===== config.mk =====
export PLATFORM = sky130hd
export DESIGN_NAME = sleep_mode_clock_gating
export DESIGN_NICKNAME = d
export VERILOG_FILES = /design/src/logic/clock_gating_pkg.sv /design/src/logic/enable_select.sv /design/src/logic/unit_access_guard.sv /design/src/logic/sleep_mode_clock_gating.sv
export SDC_FILE = /design/constraint.sdc
export NUM_CORES = 1
export LEC_CHECK = 0
export BUFFER_PORTS_ARGS = -buffer_cell sky130_fd_sc_hd__buf_4
export CELL_PAD_IN_SITES_DETAIL_PLACEMENT = 1
export CELL_PAD_IN_SITES_GLOBAL_PLACEMENT = 2
export CORE_MARGIN = 8
export CORE_UTILIZATION = 27
export CTS_BUF_LIST = sky130_fd_sc_hd__clkbuf_16
export CTS_CLUSTER_DIAMETER = 80
export DETAILED_ROUTE_END_ITERATION = 16
export GPL_TIMING_DRIVEN = 1
export PLACE_DENSITY_LB_ADDON = 0.15
export SLEW_MARGIN = 10
export SYNTH_ARGS = -nofsm -noshare
export SYNTH_HDL_FRONTEND = slang
export SYNTH_SLANG_ARGS = --single-unit

===== constraint.sdc =====
create_clock -name clock -period 1.8 [get_ports clock]
set_input_delay 0.36 -clock clock [delete_from_list [all_inputs] [get_ports clock]]
set_output_delay 0.36 -clock clock [all_outputs]
set_load 0.03 [all_outputs]

===== src/logic/clock_gating_pkg.sv =====
// Package with register map, field layout and shared helpers for the unit clock gating block.
package clock_gating_pkg;

  // ----------------------------------------------------------------------
  // Register map
  // ----------------------------------------------------------------------
  localparam int ADDR_W = 12;
  localparam logic [ADDR_W-1:0] RUN_ENABLES_OFS = 12'h108;
  localparam logic [ADDR_W-1:0] SLEEP_ENABLES_OFS = 12'h118;
  localparam logic [ADDR_W-1:0] DEEP_ENABLES_OFS = 12'h128;
  localparam logic [ADDR_W-1:0] RUN_CLOCK_CONFIG_OFS = 12'h060;
  localparam logic [ADDR_W-1:0] INT_STATUS_OFS = 12'h200;
  localparam logic [ADDR_W-1:0] INT_MASK_OFS = 12'h204;

  // ----------------------------------------------------------------------
  // Field layout
  // ----------------------------------------------------------------------
  localparam int NUM_UNITS = 9;
  localparam int NUM_PORTS = 7;
  localparam int PHY_BIT = 30;
  localparam int MAC_BIT = 28;
  localparam int PORT_G_BIT = 6;
  localparam int UNIT_MAC = 7;
  localparam int UNIT_PHY = 8;
  localparam logic [31:0] ENABLES_RW_MASK = 32'h5000007F;
  localparam logic [31:0] ENABLES_RESET = 32'h00000000;
  localparam int AUTO_GATING_BIT = 0;
  localparam int STAT_FAULT_BIT = 0;
  localparam int STAT_SLEEP_BIT = 1;
  localparam int NUM_EVENTS = 2;

  typedef enum logic [1:0] {
    MODE_RUN,
    MODE_SLEEP,
    MODE_DEEP
  } power_mode_t;

  // ----------------------------------------------------------------------
  // Helpers
  // ----------------------------------------------------------------------
  // Register word to one enable per unit: ports A..G, then MAC, then PHY.
  function automatic logic [NUM_UNITS-1:0] toUnits(input logic [31:0] word);
    return {word[PHY_BIT], word[MAC_BIT], word[PORT_G_BIT:0]};
  endfunction : toUnits

  function automatic logic [31:0] fromUnits(input logic [NUM_UNITS-1:0] units);
    logic [31:0] word;
    word = ENABLES_RESET;
    word[PORT_G_BIT:0] = units[NUM_PORTS-1:0];
    word[MAC_BIT] = units[UNIT_MAC];
    word[PHY_BIT] = units[UNIT_PHY];
    return word;
  endfunction : fromUnits

  // Byte-lane merge of an APB write into an old register value.
  function automatic logic [31:0] strobeMerge(input logic [31:0] old, input logic [31:0] wdata,
                                              input logic [3:0] strb);
    logic [31:0] res;
    res = old;
    for (int i = 0; i < 4; i++) begin
      if (strb[i]) begin
        res[i*8 +: 8] = wdata[i*8 +: 8];
      end
    end
    return res;
  endfunction : strobeMerge

endpackage : clock_gating_pkg


===== src/logic/enable_select.sv =====
// Chooses which enable set drives the unit clocks for the present power mode.
`timescale 1ns/100ps
`default_nettype none
module enable_select (
  input wire clock_gating_pkg::power_mode_t mode,
  input wire logic autoGating,
  input wire logic [clock_gating_pkg::NUM_UNITS-1:0] runUnits,
  input wire logic [clock_gating_pkg::NUM_UNITS-1:0] sleepUnits,
  input wire logic [clock_gating_pkg::NUM_UNITS-1:0] deepUnits,
  output logic [clock_gating_pkg::NUM_UNITS-1:0] effUnits
);

  // Without automatic gating the run set keeps applying in both sleep modes.
  always_comb begin
    effUnits = runUnits;
    case (mode)
      clock_gating_pkg::MODE_SLEEP: begin
        if (autoGating) begin
          effUnits = sleepUnits;
        end
      end
      clock_gating_pkg::MODE_DEEP: begin
        if (autoGating) begin
          effUnits = deepUnits;
        end
      end
      default: begin
        effUnits = runUnits;
      end
    endcase
  end

endmodule : enable_select
`default_nettype wire


===== src/logic/unit_access_guard.sv =====
// Flags accesses to units whose clock is stopped, answering them with a registered fault.
`timescale 1ns/100ps
`default_nettype none
module unit_access_guard (
  input wire logic clock,
  input wire logic rst_n,
  input wire logic periphAccess,
  input wire logic [3:0] periphUnit,
  input wire logic [clock_gating_pkg::NUM_UNITS-1:0] unitEnables,
  output logic periphFault
);

  typedef struct packed {
    logic fault;
  } guard_state_t;

  guard_state_t state_q;
  guard_state_t state_d;

  // An index past the last unit is treated as unclocked, so it faults too.
  always_comb begin
    state_d = state_q;
    state_d.fault = 1'b0;
    if (periphAccess) begin
      if (periphUnit >= 4'(clock_gating_pkg::NUM_UNITS)) begin
        state_d.fault = 1'b1;
      end else begin
        state_d.fault = ~unitEnables[periphUnit];
      end
    end
  end

  always_ff @(posedge clock or negedge rst_n) begin
    if (!rst_n) begin
      state_q <= '0;
    end else begin
      state_q <= state_d;
    end
  end

  assign periphFault = state_q.fault;

endmodule : unit_access_guard
`default_nettype wire


===== src/logic/sleep_mode_clock_gating.sv =====
// Unit clock gating control with run, sleep and deep-sleep enable registers behind APB.
//
// Register access over APB was left to the implementer.
`timescale 1ns/100ps
`default_nettype none
module sleep_mode_clock_gating (
  input wire logic clock,
  input wire logic rst_n,
  input wire logic psel,
  input wire logic penable,
  input wire logic pwrite,
  input wire logic [clock_gating_pkg::ADDR_W-1:0] paddr,
  input wire logic [31:0] pwdata,
  input wire logic [3:0] pstrb,
  output logic [31:0] prdata,
  output logic pready,
  output logic pslverr,
  input wire logic sleepReq,
  input wire logic deepSleepReq,
  input wire logic periphAccess,
  input wire logic [3:0] periphUnit,
  output logic periphFault,
  output logic [clock_gating_pkg::NUM_UNITS-1:0] unitClockEnable,
  output logic irq
);

  localparam int NU = clock_gating_pkg::NUM_UNITS;
  localparam int NE = clock_gating_pkg::NUM_EVENTS;

  typedef struct packed {
    logic [NU-1:0] runUnits;
    logic [NU-1:0] sleepUnits;
    logic [NU-1:0] deepUnits;
    logic autoGating;
    clock_gating_pkg::power_mode_t mode;
    logic [NE-1:0] intStatus;
    logic [NE-1:0] intMask;
    logic [31:0] rdata;
    logic ready;
    logic slvErr;
    logic [NU-1:0] unitEn;
    logic irq;
  } gating_state_t;

  gating_state_t state_q;
  gating_state_t state_d;
  logic [NU-1:0] effUnits;
  logic faultPulse;

  // ----------------------------------------------------------------------
  // Submodules
  // ----------------------------------------------------------------------
  enable_select u_select (
    .mode(state_q.mode),
    .autoGating(state_q.autoGating),
    .runUnits(state_q.runUnits),
    .sleepUnits(state_q.sleepUnits),
    .deepUnits(state_q.deepUnits),
    .effUnits(effUnits)
  );

  unit_access_guard u_guard (
    .clock(clock),
    .rst_n(rst_n),
    .periphAccess(periphAccess),
    .periphUnit(periphUnit),
    .unitEnables(state_q.unitEn),
    .periphFault(faultPulse)
  );

  // ----------------------------------------------------------------------
  // Next state
  // ----------------------------------------------------------------------
  logic accessWait;
  logic accessDone;
  logic [NE-1:0] events;
  logic [31:0] rdWord;
  logic rdErr;
  logic [31:0] wrWord;

  assign accessWait = psel & penable & ~state_q.ready;
  assign accessDone = psel & penable & state_q.ready;

  always_comb begin
    state_d = state_q;
    rdWord = 32'h00000000;
    rdErr = 1'b0;
    wrWord = 32'h00000000;
    events = '0;

    // Deep sleep takes priority when both requests are raised.
    if (deepSleepReq) begin
      state_d.mode = clock_gating_pkg::MODE_DEEP;
    end else if (sleepReq) begin
      state_d.mode = clock_gating_pkg::MODE_SLEEP;
    end else begin
      state_d.mode = clock_gating_pkg::MODE_RUN;
    end

    // Stopping a clock is a plain enable drop; the glitch-free gate cell sits at each unit.
    state_d.unitEn = effUnits;

    events[clock_gating_pkg::STAT_FAULT_BIT] = faultPulse;
    events[clock_gating_pkg::STAT_SLEEP_BIT] = (state_d.mode == clock_gating_pkg::MODE_SLEEP) &&
                                               (state_q.mode != clock_gating_pkg::MODE_SLEEP);

    // Read decode; unused and reserved bits come back as zero.
    if (paddr == clock_gating_pkg::RUN_ENABLES_OFS) begin
      rdWord = clock_gating_pkg::fromUnits(state_q.runUnits);
    end else if (paddr == clock_gating_pkg::SLEEP_ENABLES_OFS) begin
      rdWord = clock_gating_pkg::fromUnits(state_q.sleepUnits);
    end else if (paddr == clock_gating_pkg::DEEP_ENABLES_OFS) begin
      rdWord = clock_gating_pkg::fromUnits(state_q.deepUnits);
    end else if (paddr == clock_gating_pkg::RUN_CLOCK_CONFIG_OFS) begin
      rdWord[clock_gating_pkg::AUTO_GATING_BIT] = state_q.autoGating;
    end else if (paddr == clock_gating_pkg::INT_STATUS_OFS) begin
      rdWord[NE-1:0] = state_q.intStatus;
    end else if (paddr == clock_gating_pkg::INT_MASK_OFS) begin
      rdWord[NE-1:0] = state_q.intMask;
    end else begin
      rdErr = 1'b1;
    end

    // Response is prepared in the first access cycle and presented in the second.
    if (accessWait) begin
      state_d.ready = 1'b1;
      state_d.slvErr = rdErr;
      state_d.rdata = pwrite ? 32'h00000000 : rdWord;
    end else if (accessDone) begin
      state_d.ready = 1'b0;
      state_d.slvErr = 1'b0;
      state_d.rdata = 32'h00000000;
    end

    // Writes land only at the completing edge; the event sets below still win over a clear.
    if (accessDone && pwrite) begin
      if (paddr == clock_gating_pkg::RUN_ENABLES_OFS) begin
        wrWord = clock_gating_pkg::strobeMerge(clock_gating_pkg::fromUnits(state_q.runUnits), pwdata, pstrb);
        state_d.runUnits = clock_gating_pkg::toUnits(wrWord);
      end else if (paddr == clock_gating_pkg::SLEEP_ENABLES_OFS) begin
        wrWord = clock_gating_pkg::strobeMerge(clock_gating_pkg::fromUnits(state_q.sleepUnits), pwdata, pstrb);
        state_d.sleepUnits = clock_gating_pkg::toUnits(wrWord);
      end else if (paddr == clock_gating_pkg::DEEP_ENABLES_OFS) begin
        wrWord = clock_gating_pkg::strobeMerge(clock_gating_pkg::fromUnits(state_q.deepUnits), pwdata, pstrb);
        state_d.deepUnits = clock_gating_pkg::toUnits(wrWord);
      end else if (paddr == clock_gating_pkg::RUN_CLOCK_CONFIG_OFS) begin
        if (pstrb[0]) begin
          state_d.autoGating = pwdata[clock_gating_pkg::AUTO_GATING_BIT];
        end
      end else if (paddr == clock_gating_pkg::INT_STATUS_OFS) begin
        if (pstrb[0]) begin
          state_d.intStatus = state_q.intStatus & ~pwdata[NE-1:0];
        end
      end else if (paddr == clock_gating_pkg::INT_MASK_OFS) begin
        if (pstrb[0]) begin
          state_d.intMask = pwdata[NE-1:0];
        end
      end
    end

    state_d.intStatus = state_d.intStatus | events;
    state_d.irq = |(state_d.intStatus & state_d.intMask);
  end

  // ----------------------------------------------------------------------
  // State register
  // ----------------------------------------------------------------------
  always_ff @(posedge clock or negedge rst_n) begin
    if (!rst_n) begin
      state_q <= '0;
    end else begin
      state_q <= state_d;
    end
  end

  assign prdata = state_q.rdata;
  assign pready = state_q.ready;
  assign pslverr = state_q.slvErr;
  assign periphFault = faultPulse;
  assign unitClockEnable = state_q.unitEn;
  assign irq = state_q.irq;

  // Marks the first cycle after reset, so that the reset values can be checked there.
  logic seenCycle_q;
  always_ff @(posedge clock or negedge rst_n) begin
    if (!rst_n) begin
      seenCycle_q <= 1'b0;
    end else begin
      seenCycle_q <= 1'b1;
    end
  end
endmodule : sleep_mode_clock_gating
`default_nettype wire


# Yosys cells after proc, flatten, opt, wreduce, memory -nomap -nowiden

Index checks and enable logic that the tools add are counted.

Bits in registers: 79
Output and inout bits: 45
Word-level logic and storage cells: 87

Order comparisons: 2
Equal/unequal tests: 10
Multiplexer cells: 36
Bitwise gates (word level): 12
Reduce and logical (&&, ||, !) cells: 11

Operators by type and width:

| operator             | number |
|---|---|
| $mux 34              | 2 |
| $mux 31              | 2 |
| $eq 12x9->1 const B  | 3 |
| $mux 32              | 1 |
| $mux 29              | 1 |
| $eq 12x10->1 const B | 2 |
| $mux 4               | 5 |
| $mux 2               | 9 |
| $mux 9               | 2 |
| $pmux 9 s2           | 1 |
| $eq 12x7->1 const B  | 1 |
| $mux 1               | 12 |
| $reduce_and 5->1     | 2 |
| $reduce_and 4->1     | 2 |
| $reduce_and 3->1     | 2 |
| $reduce_and 6->1     | 1 |
| $lt 4x5->1 const B   | 1 |
| $not 1->1            | 5 |
| $and 2x2->2          | 2 |
| $bmux 1 s4           | 1 |
| $eq 2x1->1 const B   | 2 |
| $ge 4x4->1 const B   | 1 |
| $and 1x1->1          | 3 |
| $eq 2x2->1 const B   | 1 |
| other kinds (6)      | 7 |

# Logic depth before layout (Yosys ltp)

Gate-level depths: netlist of the first run.

Word-level depth: 12
Depth in mapped cells: 7
Depth with buffers taken out: 7

# Modules after synthesis

A second synthesis of the first run with hierarchy kept.

Cell total of the unflattened synthesis: 292
Area, all modules: 3160.5 um^2

Modules (own cells, without submodules):

| module                  | instances | cells an instance | area each (um^2) |
|---|---|---|---|
| sleep_mode_clock_gating | 1         | 250               | 2790.2 |
| enable_select           | 1         | 28                | 247.7 |
| unit_access_guard       | 1         | 14                | 122.6 |

# Worst setup path after synthesis of the first run

Ideal clock, no wire load.

Kind: input-to-reg
Start: in paddr[6] (netlist name)
End: reg state_q[69] (netlist name)
Setup time: 0.125 ns
Data arrival time: 1.943 ns
Required time: 1.675 ns
Setup slack: -0.268 ns
Stages on the path: 6
Path buffers: 1
Cells stage by stage: nand3b_4 or3_4 or3_4 or3_1 buf_6 mux2_4

Cells in the longest elaborated chain, start to end: 2

Ends and longest elaborated chain:

| element                           | RTL line                       | source |
|---|---|---|
| start, declared                   | sleep_mode_clock_gating.sv:12  | `input wire logic [clock_gating_pkg::ADDR_W-1:0] paddr,` |
| $eq 12x9->1                       | sleep_mode_clock_gating.sv:137 | `if (paddr == clock_gating_pkg::RUN_ENABLES_OFS) begin` |
| $reduce_and 3->1 (no source line) | -                              |  |
| end signal, assigned              | sleep_mode_clock_gating.sv:172 | `state_q <= state_d;` |
| end, declared                     | sleep_mode_clock_gating.sv:45  | `gating_state_t state_q;` |

No other way between the ends.
A chain may end at the register's enable or synchronous reset.

# Final worst setup path of the first run

Start: in paddr[6] (netlist name)
End: reg state_q[74] (netlist name)

Same word-level chain as after synthesis.

==> results of run 1 <==
[registers in the layout, indices dropped and copies added, names as in the netlist]
name and cells:
state_q 34, prdata 9, unitClockEnable 9, irq 1, pready 1, pslverr 1, u_guard.periphFault 1
[timing repair]
item | CTS | global route
gates resized for setup | 8 | 17
hold endpoints to repair | 20 | 0
hold buffers | 1 | 0
setup buffers | 1 | 0
pin swaps | 0 | 1
setup endpoints to repair | 22 | 23
[logic make-up (layout without fill, tap and decap cells)]
kind of cell,Yosys count,after routing,synth area share [%]
buffers and inverters,57,110,12.24
XOR/XNOR,1,1,0.2847
AND/OR/NAND/NOR,81,81,13.46
AO/OA/AOI/OAI,55,55,12.16
other,1,23,0.1219
adder cells (fa/ha/maj),2,2,0.8132
flip-flops,56,56,45.55
multiplexers,39,39,15.37
[cell type report]
cell class                 count  area (um2)
sequential                    56        1401
tap                          143       178.9
multi-input combinational    201        1456
clock buffer                   5       125.1
timing repair buffer          96       774.5
inverter                       6       22.52
fill                        1281        7286
clock inverter                 3       27.53
[critical path, delay by kind of cell]
kind	cells	cell delay, ns
buf+inv	2	0.25
mux	1	0.30
simple gates	4	1.15
[metal layers]
layer	global-route usage [%]	vias to the layer above	wire length, um
met5	0	-	0
met4	2.742	0	70
li1	-	1113	-
met2	21.30	58	4520
met1	14.73	1191	3789
met3	2.714	7	471
[power groups by stage]
stage	sequential [mW]	clock (mW)	combinational [mW]
2_1_floorplan	1.37	0	0.195
3_3_place_gp	1.32	0	0.447
3_5_place_dp	1.32	0	0.450
4_1_cts	1.30	1.05	0.457
5_1_grt	1.30	1.09	0.494
6_report	1.30	1.01	0.451
[cell usage in the layout, fill, tap and decap left out, types with 8 or more instances in the layout]
master and count:
mux2_4 22, buf_4 86, a22oi_1 9, mux2i_1 9
conb_1 23, nand2_1 32, o21ai_0 14, o31ai_1 8
dfrtp_1 56, nor2_1 17
[worst paths after layout]
kind / from / to / cells past startpoint
setup / recovery: paddr[6] / state_q[74]$_DFFE_PN0P_ / 7
hold / removal: deepSleepReq / state_q[49]$_DFF_PN0_ / 1
setup reg to reg: pready$_DFFE_PN0P_ / state_q[74]$_DFFE_PN0P_ / 5
hold reg to reg: prdata[4]$_DFFE_PN0P_ / prdata[4]$_DFFE_PN0P_ / 2
max in group asynchronous: rst_n / prdata[1]$_DFFE_PN0P_ / 3
min in group asynchronous: rst_n / prdata[4]$_DFFE_PN0P_ / 2
[through the flow]
step                total power, mW  instances  instance area (um2)
detailed placement            1.771        500                 3715
global placement              1.768        500                 3715
floorplan                     1.566        314                 3159
CTS                           2.801        510                 3919
global route                  2.882        510                 3986
finish                        2.757        510                 3986
==> impl_metrics.yaml, run 1 <==
status:
  outcome: "complete, but fails checks"
  violations: "negative setup slack"
yosys:
  syn_avg_cell_area_um2: 10.54
  yosysSeqAreaShare_pct: 45.55
  synth_flop_cell: "dfrtp_1"
  synth_most_common_cell: "dfrtp_1"
  yosysTopAreaCell: "dfrtp_1"
  ys_types: 48
  netlist_area_um2: 3077
  synth_edf_count: 0
  synth_top_area_share_pct: 45.55
  synth_commonest_cells: "dfrtp_1, buf_4, nand2_1, mux2_2, nor2_1"
  synth_seq_cells: 56
  netlist_instances: 292
  synth_area_leaders: "dfrtp_1, buf_4, mux2_2"
  yosysWarnings: 0
  synthArstFlopShare_pct: 100.0
floorplan:
  start_util_pct: 27.29
  die_w_um: 122.8
  dieHeight_um: 122.8
  dieArea_um2: 15070
  num_rows: 39
  io_pins: 105
  core_region_area_um2: 11270
global_route:
  grtUsageTotal_pct: 12.12
  grt_max_degree: 30
  grt.overflow.total: 0
  grt_pass1_vias: 2679
  grt_pass1_wl_mm: 14.21
  grt_antenna_before_repair: 0
sta:
  finalHoldViolations: 0
  holdWs_ns: 0.1917
  setup-tns-final_ns: -0.9346
  timing.final.ws_setup_ns: -0.08589
  finClkSkew_ns: 0.007655
  setup_viol: 16
  min_period_ns: 1.886
  drv_slew: 0
  fmax_mhz: 530.3
  rsz0062_at_grt: "yes"
  min_period_over_period_pct: 104.8
clocking:
  ctsLongestPathBuffers: 2
  cts_root_buf: "clkbuf_16"
  cts_htree_levels: 2
  insertion_delay_ns: 0.30
  numCtsBuffers: 5
  clock_sinks: 56
  cts_tree: "yes"
  clkTransAtPathRegs_ns: 0.08
routing:
  dr.first_iter.drc_count: 68
  dr.pass1.iters: 4
  ant_nets: 0
  dr_total_vias: 2369
  routed_wl_mm: 8.853
  vias_per_cell: 4.645
  post_drt_wl_per_cell_um: 17.36
  route.detailed.drc: 0
power_and_ir_drop:
  comb_power_share_pct: 16.4
  switchingPower_uw: 771.7
  p_int_mw: 1.986
  sequentialPowerShare_pct: 47.0
  leakagePower_nw: 1.906
  power_frac_clock_pct: 36.7
  swShare_pct: 27.99
  p_per_area_nw_per_um2: 691.7
  ir_worst_vdd_mv: 0.3970
critical_path:
  r2r_slack_ns: 0.01
  crit_required_ns: 1.98
  cp_slowest_cell: "or3_4"
  crit_fanout: 7
  path_cells: "buf_6 -> nand3b_4 -> or3_4 -> or3_4 -> or3_1 -> buf_6 -> mux2_4"
  endpoint_kind: "flip-flop"
  arrival_ns: 2.07
  path_class: "input pin to flip-flop"
  slowest_delay_ns: 0.35
  startpoint_type: "input pin"
layout:
  num_antenna_cells: 0
  final_core_util_pct: 35.36
  layout-drive-gt1-share_pct: 38.42
  nNetsFinal: 428
  areaGrowthSynthToFinish_pct: 29.56
placement:
  post-place-ws_ns: -0.4642
  dp_hpwl_mm: 6.966
  gp_congestion: 0.7483
  io_buffer_count: 56
hold_path:
  hold_class: "input pin to flip-flop"
flow_run:
  cap_violations: 0
Note: power is estimated with default switching activity, not from simulation.
==> run 2: changes to the inputs <==
--- a/config.mk
+++ b/config.mk
@@ -16,4 +16,5 @@
 export GPL_TIMING_DRIVEN = 1
 export PLACE_DENSITY_LB_ADDON = 0.15
+export RECOVER_POWER = 50
 export SLEW_MARGIN = 10
 export SYNTH_ARGS = -nofsm -noshare
==> constraint.sdc (replaced) <==
create_clock -name clock -period 1.5 [get_ports clock]
set_input_delay 0.075 -clock clock [delete_from_list [all_inputs] [get_ports clock]]
set_output_delay 0.075 -clock clock [all_outputs]
set_load 0.03 [all_outputs]
==> impl_metrics.yaml, run 2 (synthesized netlist as in run 1, its figures left out) <==
status:
  outcome: "complete, but fails checks"
  violations: "negative setup slack"
clocking:
  ctsLongestPathBuffers: 2
  cts_root_buf: "clkbuf_16"
  cts_htree_levels: 2
  cts_tree: "yes"
  insertion_delay_ns: 0.29
  numCtsBuffers: 5
  clkTransAtPathRegs_ns: 0.07
  clock_sinks: 56
global_route:
  grtUsageTotal_pct: 12.16
  grt_max_degree: 26
  grt_pass1_vias: 2658
  grt_pass1_wl_mm: 14.30
  grt_antenna_before_repair: 0
  grt.overflow.total: 0
layout:
  largest_reg_flops: 34
  layout_commonest_cell: "buf_4"
  layout_common_cells: "buf_4, dfrtp_1, nand2_1, conb_1, mux2_4"
  num_antenna_cells: 0
  layout-drive-gt1-share_pct: 43.65
  regMostFlops: "state_q"
  final_area_um2: 4148
  final_core_util_pct: 36.80
  nNetsFinal: 439
  areaGrowthSynthToFinish_pct: 34.81
critical_path:
  arrival_ns: 1.89
  path_class: "flip-flop to flip-flop"
  crit_fanout: 7
  path_cells: "nand4_1 -> or3_4 -> or3_4 -> mux2_4"
  crit_top_cell: "or3_4"
  cp_slowest_cell: "or3_4"
  crit_required_ns: 1.68
  startpoint_type: "flip-flop"
  slowest_delay_ns: 0.42
  endpoint_kind: "flip-flop"
sta:
  min_period_ns: 1.715
  setup_viol: 25
  fmax_mhz: 583.3
  rsz0062_at_grt: "yes"
  finalHoldViolations: 0
  drv_slew: 0
  min_period_over_period_pct: 114.3
  finClkSkew_ns: 0.008447
  max_slew.worst_pin.slew_ns: 0.6752
  timing.final.ws_setup_ns: -0.2145
  slew_headroom_pct: 54.99
routing:
  dr_total_vias: 2407
  dr.pass1.iters: 4
  route.detailed.drc: 0
  ant_nets: 0
  routed_wl_mm: 9.092
  dr.first_iter.drc_count: 103
  post_drt_wl_per_cell_um: 17.45
  vias_per_cell: 4.620
floorplan:
  core_region_area_um2: 11270
  io_pins: 105
  num_rows: 39
  die_w_um: 122.8
  dieHeight_um: 122.8
  start_util_pct: 27.29
  dieArea_um2: 15070
placement:
  gp_congestion: 0.7370
  post-place-ws_ns: -0.4820
  io_buffer_count: 56
  dp_hpwl_mm: 7.056
  postPlaceCellArea_um2: 3734
hold_path:
  hold_class: "input pin to flip-flop"
power_and_ir_drop:
  p_per_area_nw_per_um2: 848.2
  leakagePower_nw: 1.977
  ir_worst_vdd_mv: 0.5172
  power_mw: 3.518
flow_run:
  cap_violations: 0
[run 2: through the flow]
| step | hold slack (ns) | std cells | TNS (ns) |
|---|---|---|---|
| after floorplan | -0.2206 | 314 | -7.447 |
| after global placement | 0.01277 | 504 | -12.50 |
| after detailed placement | 0.01768 | 504 | -13.34 |
| after CTS | 0.006342 | 516 | -4.826 |
| after global routing | 0.02375 | 521 | -5.721 |
| final | 0.01729 | 521 | -4.044 |
[run 2: final timing paths]
check                                       start                 endpoint  slack (ns)  cells after the start
min reg2reg                prdata[30]$_DFFE_PN0P_   prdata[30]$_DFFE_PN0P_        0.48                      2
min in group asynchronous                   rst_n    prdata[4]$_DFFE_PN0P_        0.34                      2
max reg2reg                    pready$_DFFE_PN0P_  state_q[75]$_DFFE_PN0P_       -0.21                      4
max in group asynchronous                   rst_n    state_q[44]$_DFF_PN0_        0.30                      3
min                                      sleepReq    state_q[48]$_DFF_PN0_        0.02                      2
max                            pready$_DFFE_PN0P_  state_q[75]$_DFFE_PN0P_       -0.21                      4
[run 2: area by class of cell]
| type | count | area (um2) |
|---|---|---|
| inverter | 6 | 22.52 |
| sequential | 56 | 1403 |
| fill | 1272 | 7124 |
| clock inverter | 3 | 42.54 |
| clock buffer | 5 | 125.1 |
| timing repair buffer | 107 | 844.6 |
| multi-input combinational | 201 | 1531 |
| tap | 143 | 178.9 |
[run 2: routing by layer]
layer / GRT usage [%] / up-vias / wire (um)
li1: - / 1145 / -
met2: 20.29 / 48 / 4508
met4: 3.503 / 0 / 115
met1: 14.99 / 1208 / 4020
met3: 3.404 / 6 / 447
met5: 0 / - / 0
[run 2: timing repair]
| action | 4_1_cts | 5_1_grt |
|---|---|---|
| hold buffers | 2 | 0 |
| hold endpoints to repair | 25 | 0 |
| pin swaps | 5 | 6 |
| cloned | 0 | 1 |
| setup endpoints to repair | 29 | 31 |
| setup buffers | 3 | 5 |
| gates resized for setup | 13 | 35 |
[run 2: power breakdown]
group	switching (mW)	total (mW)	leakage, nW	internal, mW
combinational	0.357	0.621	1.13	0.264
sequential	0.0182	1.56	0.757	1.54
clock	0.550	1.34	0.0856	0.789
[run 2: critical path: cells and delay by family, from the launching register on]
family,cells,cell delay [ns]
DFF,1,0.37
and+or+nand+nor,3,0.92
muxes,1,0.32
==> run 3: changes to the inputs <==
- CORE_MARGIN: 8 -> 2
- SKIP_CTS_REPAIR_TIMING: not set -> 1
==> impl_metrics.yaml, run 3 (synthesized netlist as in run 1, its figures left out) <==
critical_path:
  rr_worst_depth: 5
  crit_buf_inv: 1
  cp_top_family: "simple AND/OR/NAND/NOR gates"
  crit_fanout: 7
  path_class: "flip-flop to flip-flop"
  r2r_slack_ns: -0.23
  startpoint_type: "flip-flop"
  arrival_ns: 1.91
  r2r_end: "state_q[71]$_DFFE_PN0P_"
  cp_slowest_cell: "dfrtp_2"
  slowest_delay_ns: 0.36
  crit_required_ns: 1.68
  r2r-start: "pready$_DFFE_PN0P_"
  endpoint_kind: "flip-flop"
  path_cells: "nand4_1 -> or3_4 -> or3_1 -> buf_6 -> mux2_4"
layout:
  stdcell_count: 514
  areaGrowthSynthToFinish_pct: 34.53
  final_area_um2: 4139
  nFillCells: 1211
  layout_commonest_cell: "buf_4"
  regMostFlops: "state_q"
  layout-drive-gt1-share_pct: 44.65
  nNetsFinal: 435
  num_antenna_cells: 0
  layout_common_cells: "buf_4, dfrtp_1, nand2_1, conb_1, mux2_4"
  largest_reg_flops: 34
  final_core_util_pct: 37.69
clocking:
  clock_sinks: 56
  cts_tree: "yes"
  clkTransAtPathRegs_ns: 0.07
  cts_htree_levels: 2
  numCtsBuffers: 5
  cts_root_buf: "clkbuf_16"
  insertion_delay_ns: 0.30
  ctsLongestPathBuffers: 2
placement:
  io_buffer_count: 56
  post-place-ws_ns: -0.4805
  dp_hpwl_mm: 6.496
  gp_congestion: 0.7252
  placed_cells: 499
  postPlaceCellArea_um2: 3727
power_and_ir_drop:
  leakagePower_nw: 1.966
  ir_worst_vdd_mv: 0.4880
  swShare_pct: 28.14
  p_per_area_nw_per_um2: 814.7
  power_mw: 3.372
  p_int_mw: 2.423
  comb_power_share_pct: 18.2
  sequentialPowerShare_pct: 46.2
  power_frac_clock_pct: 35.6
  switchingPower_uw: 948.9
global_route:
  grt_antenna_before_repair: 0
  grt_pass1_wl_mm: 13.74
  grt_pass1_vias: 2505
  grt.overflow.total: 0
  grtUsageTotal_pct: 14.10
  grt_max_degree: 28
sta:
  finClkSkew_ns: 0.007777
  fmax_mhz: 578.4
  holdWs_ns: 0.02116
  timing.final.ws_setup_ns: -0.2290
  slew_headroom_pct: 50.82
  min_period_over_period_pct: 115.3
  drv_slew: 0
  max_slew.worst_pin.slew_ns: 0.7377
  setup-tns-final_ns: -4.100
  rsz0062_at_grt: "yes"
  min_period_ns: 1.729
  setup_viol: 27
  finalHoldViolations: 0
routing:
  route.detailed.drc: 0
  ant_nets: 0
  post_drt_wl_per_cell_um: 16.59
  dr.pass1.iters: 4
  routed_wl_mm: 8.529
  dr_total_vias: 2355
  vias_per_cell: 4.582
  dr.first_iter.drc_count: 72
floorplan:
  core_region_area_um2: 10980
  dieHeight_um: 110.8
  start_util_pct: 28.01
  die_w_um: 110.8
  io_pins: 105
  num_rows: 38
  dieArea_um2: 12270
hold_path:
  min_from: "sleepReq"
  worst_hold_path.endpoint: "state_q[48]$_DFF_PN0_"
  min_path_cells: 2
  hold_class: "input pin to flip-flop"
flow_run:
  cap_violations: 0
status:
  outcome: "complete, but fails checks"
  violations: "negative setup slack"
run 3: cell types whose count changed in the layout (fill, tap and decap cells not counted), sizes merged:
cell	delta
clkinvlp	+1
bufinv	-1
clkinv	+1
buf	-4
inv	-1
run 3: metal layers:
metal / track usage [%] / wire length [um]
met2: 22.70 / 4114
met5: 0 / 0
met1: 19.64 / 4054
met3: 3.062 / 303
met4: 2.750 / 57
run 3: worst max path at each step:
stage / from / endpoint / slack, ns / depth (start not counted)
floorplan: pready$_DFFE_PN0P_ / state_q[69]$_DFFE_PN0P_ / -0.39 / 5
global placement: paddr[6] / state_q[73]$_DFFE_PN0P_ / -0.45 / 7
detailed placement: paddr[6] / state_q[65]$_DFFE_PN0P_ / -0.48 / 8
CTS: pready$_DFFE_PN0P_ / state_q[65]$_DFFE_PN0P_ / -0.31 / 6
global route: pready$_DFFE_PN0P_ / state_q[71]$_DFFE_PN0P_ / -0.28 / 5
finish: pready$_DFFE_PN0P_ / state_q[71]$_DFFE_PN0P_ / -0.23 / 5
run 3: power by group through the flow:
stage	registers, mW	clock network, mW	logic (mW)
after CTS	1.56	1.23	0.537
final	1.56	1.20	0.612
after floorplan	1.65	0	0.234
after global routing	1.56	1.30	0.666
after detailed placement	1.59	0	0.537
after global placement	1.59	0	0.535
run 3: worst register-to-register path: stages (launching register included):
cell and delay (ns):
dfrtp_2 0.36, nand4_1 0.12, or3_4 0.36, or3_1 0.33, buf_6 0.16, mux2_4 0.29
run 3: cell type report:
cell class,instances,area [um2],share of cell area (%)
clock buffer,5,125.1,3.023
sequential,56,1403,33.89
tap,140,175.2,4.232
inverter,6,22.52,0.5441
clock inverter,3,21.27,0.5139
multi-input combinational,201,1577,38.09
timing repair buffer,103,815.8,19.71
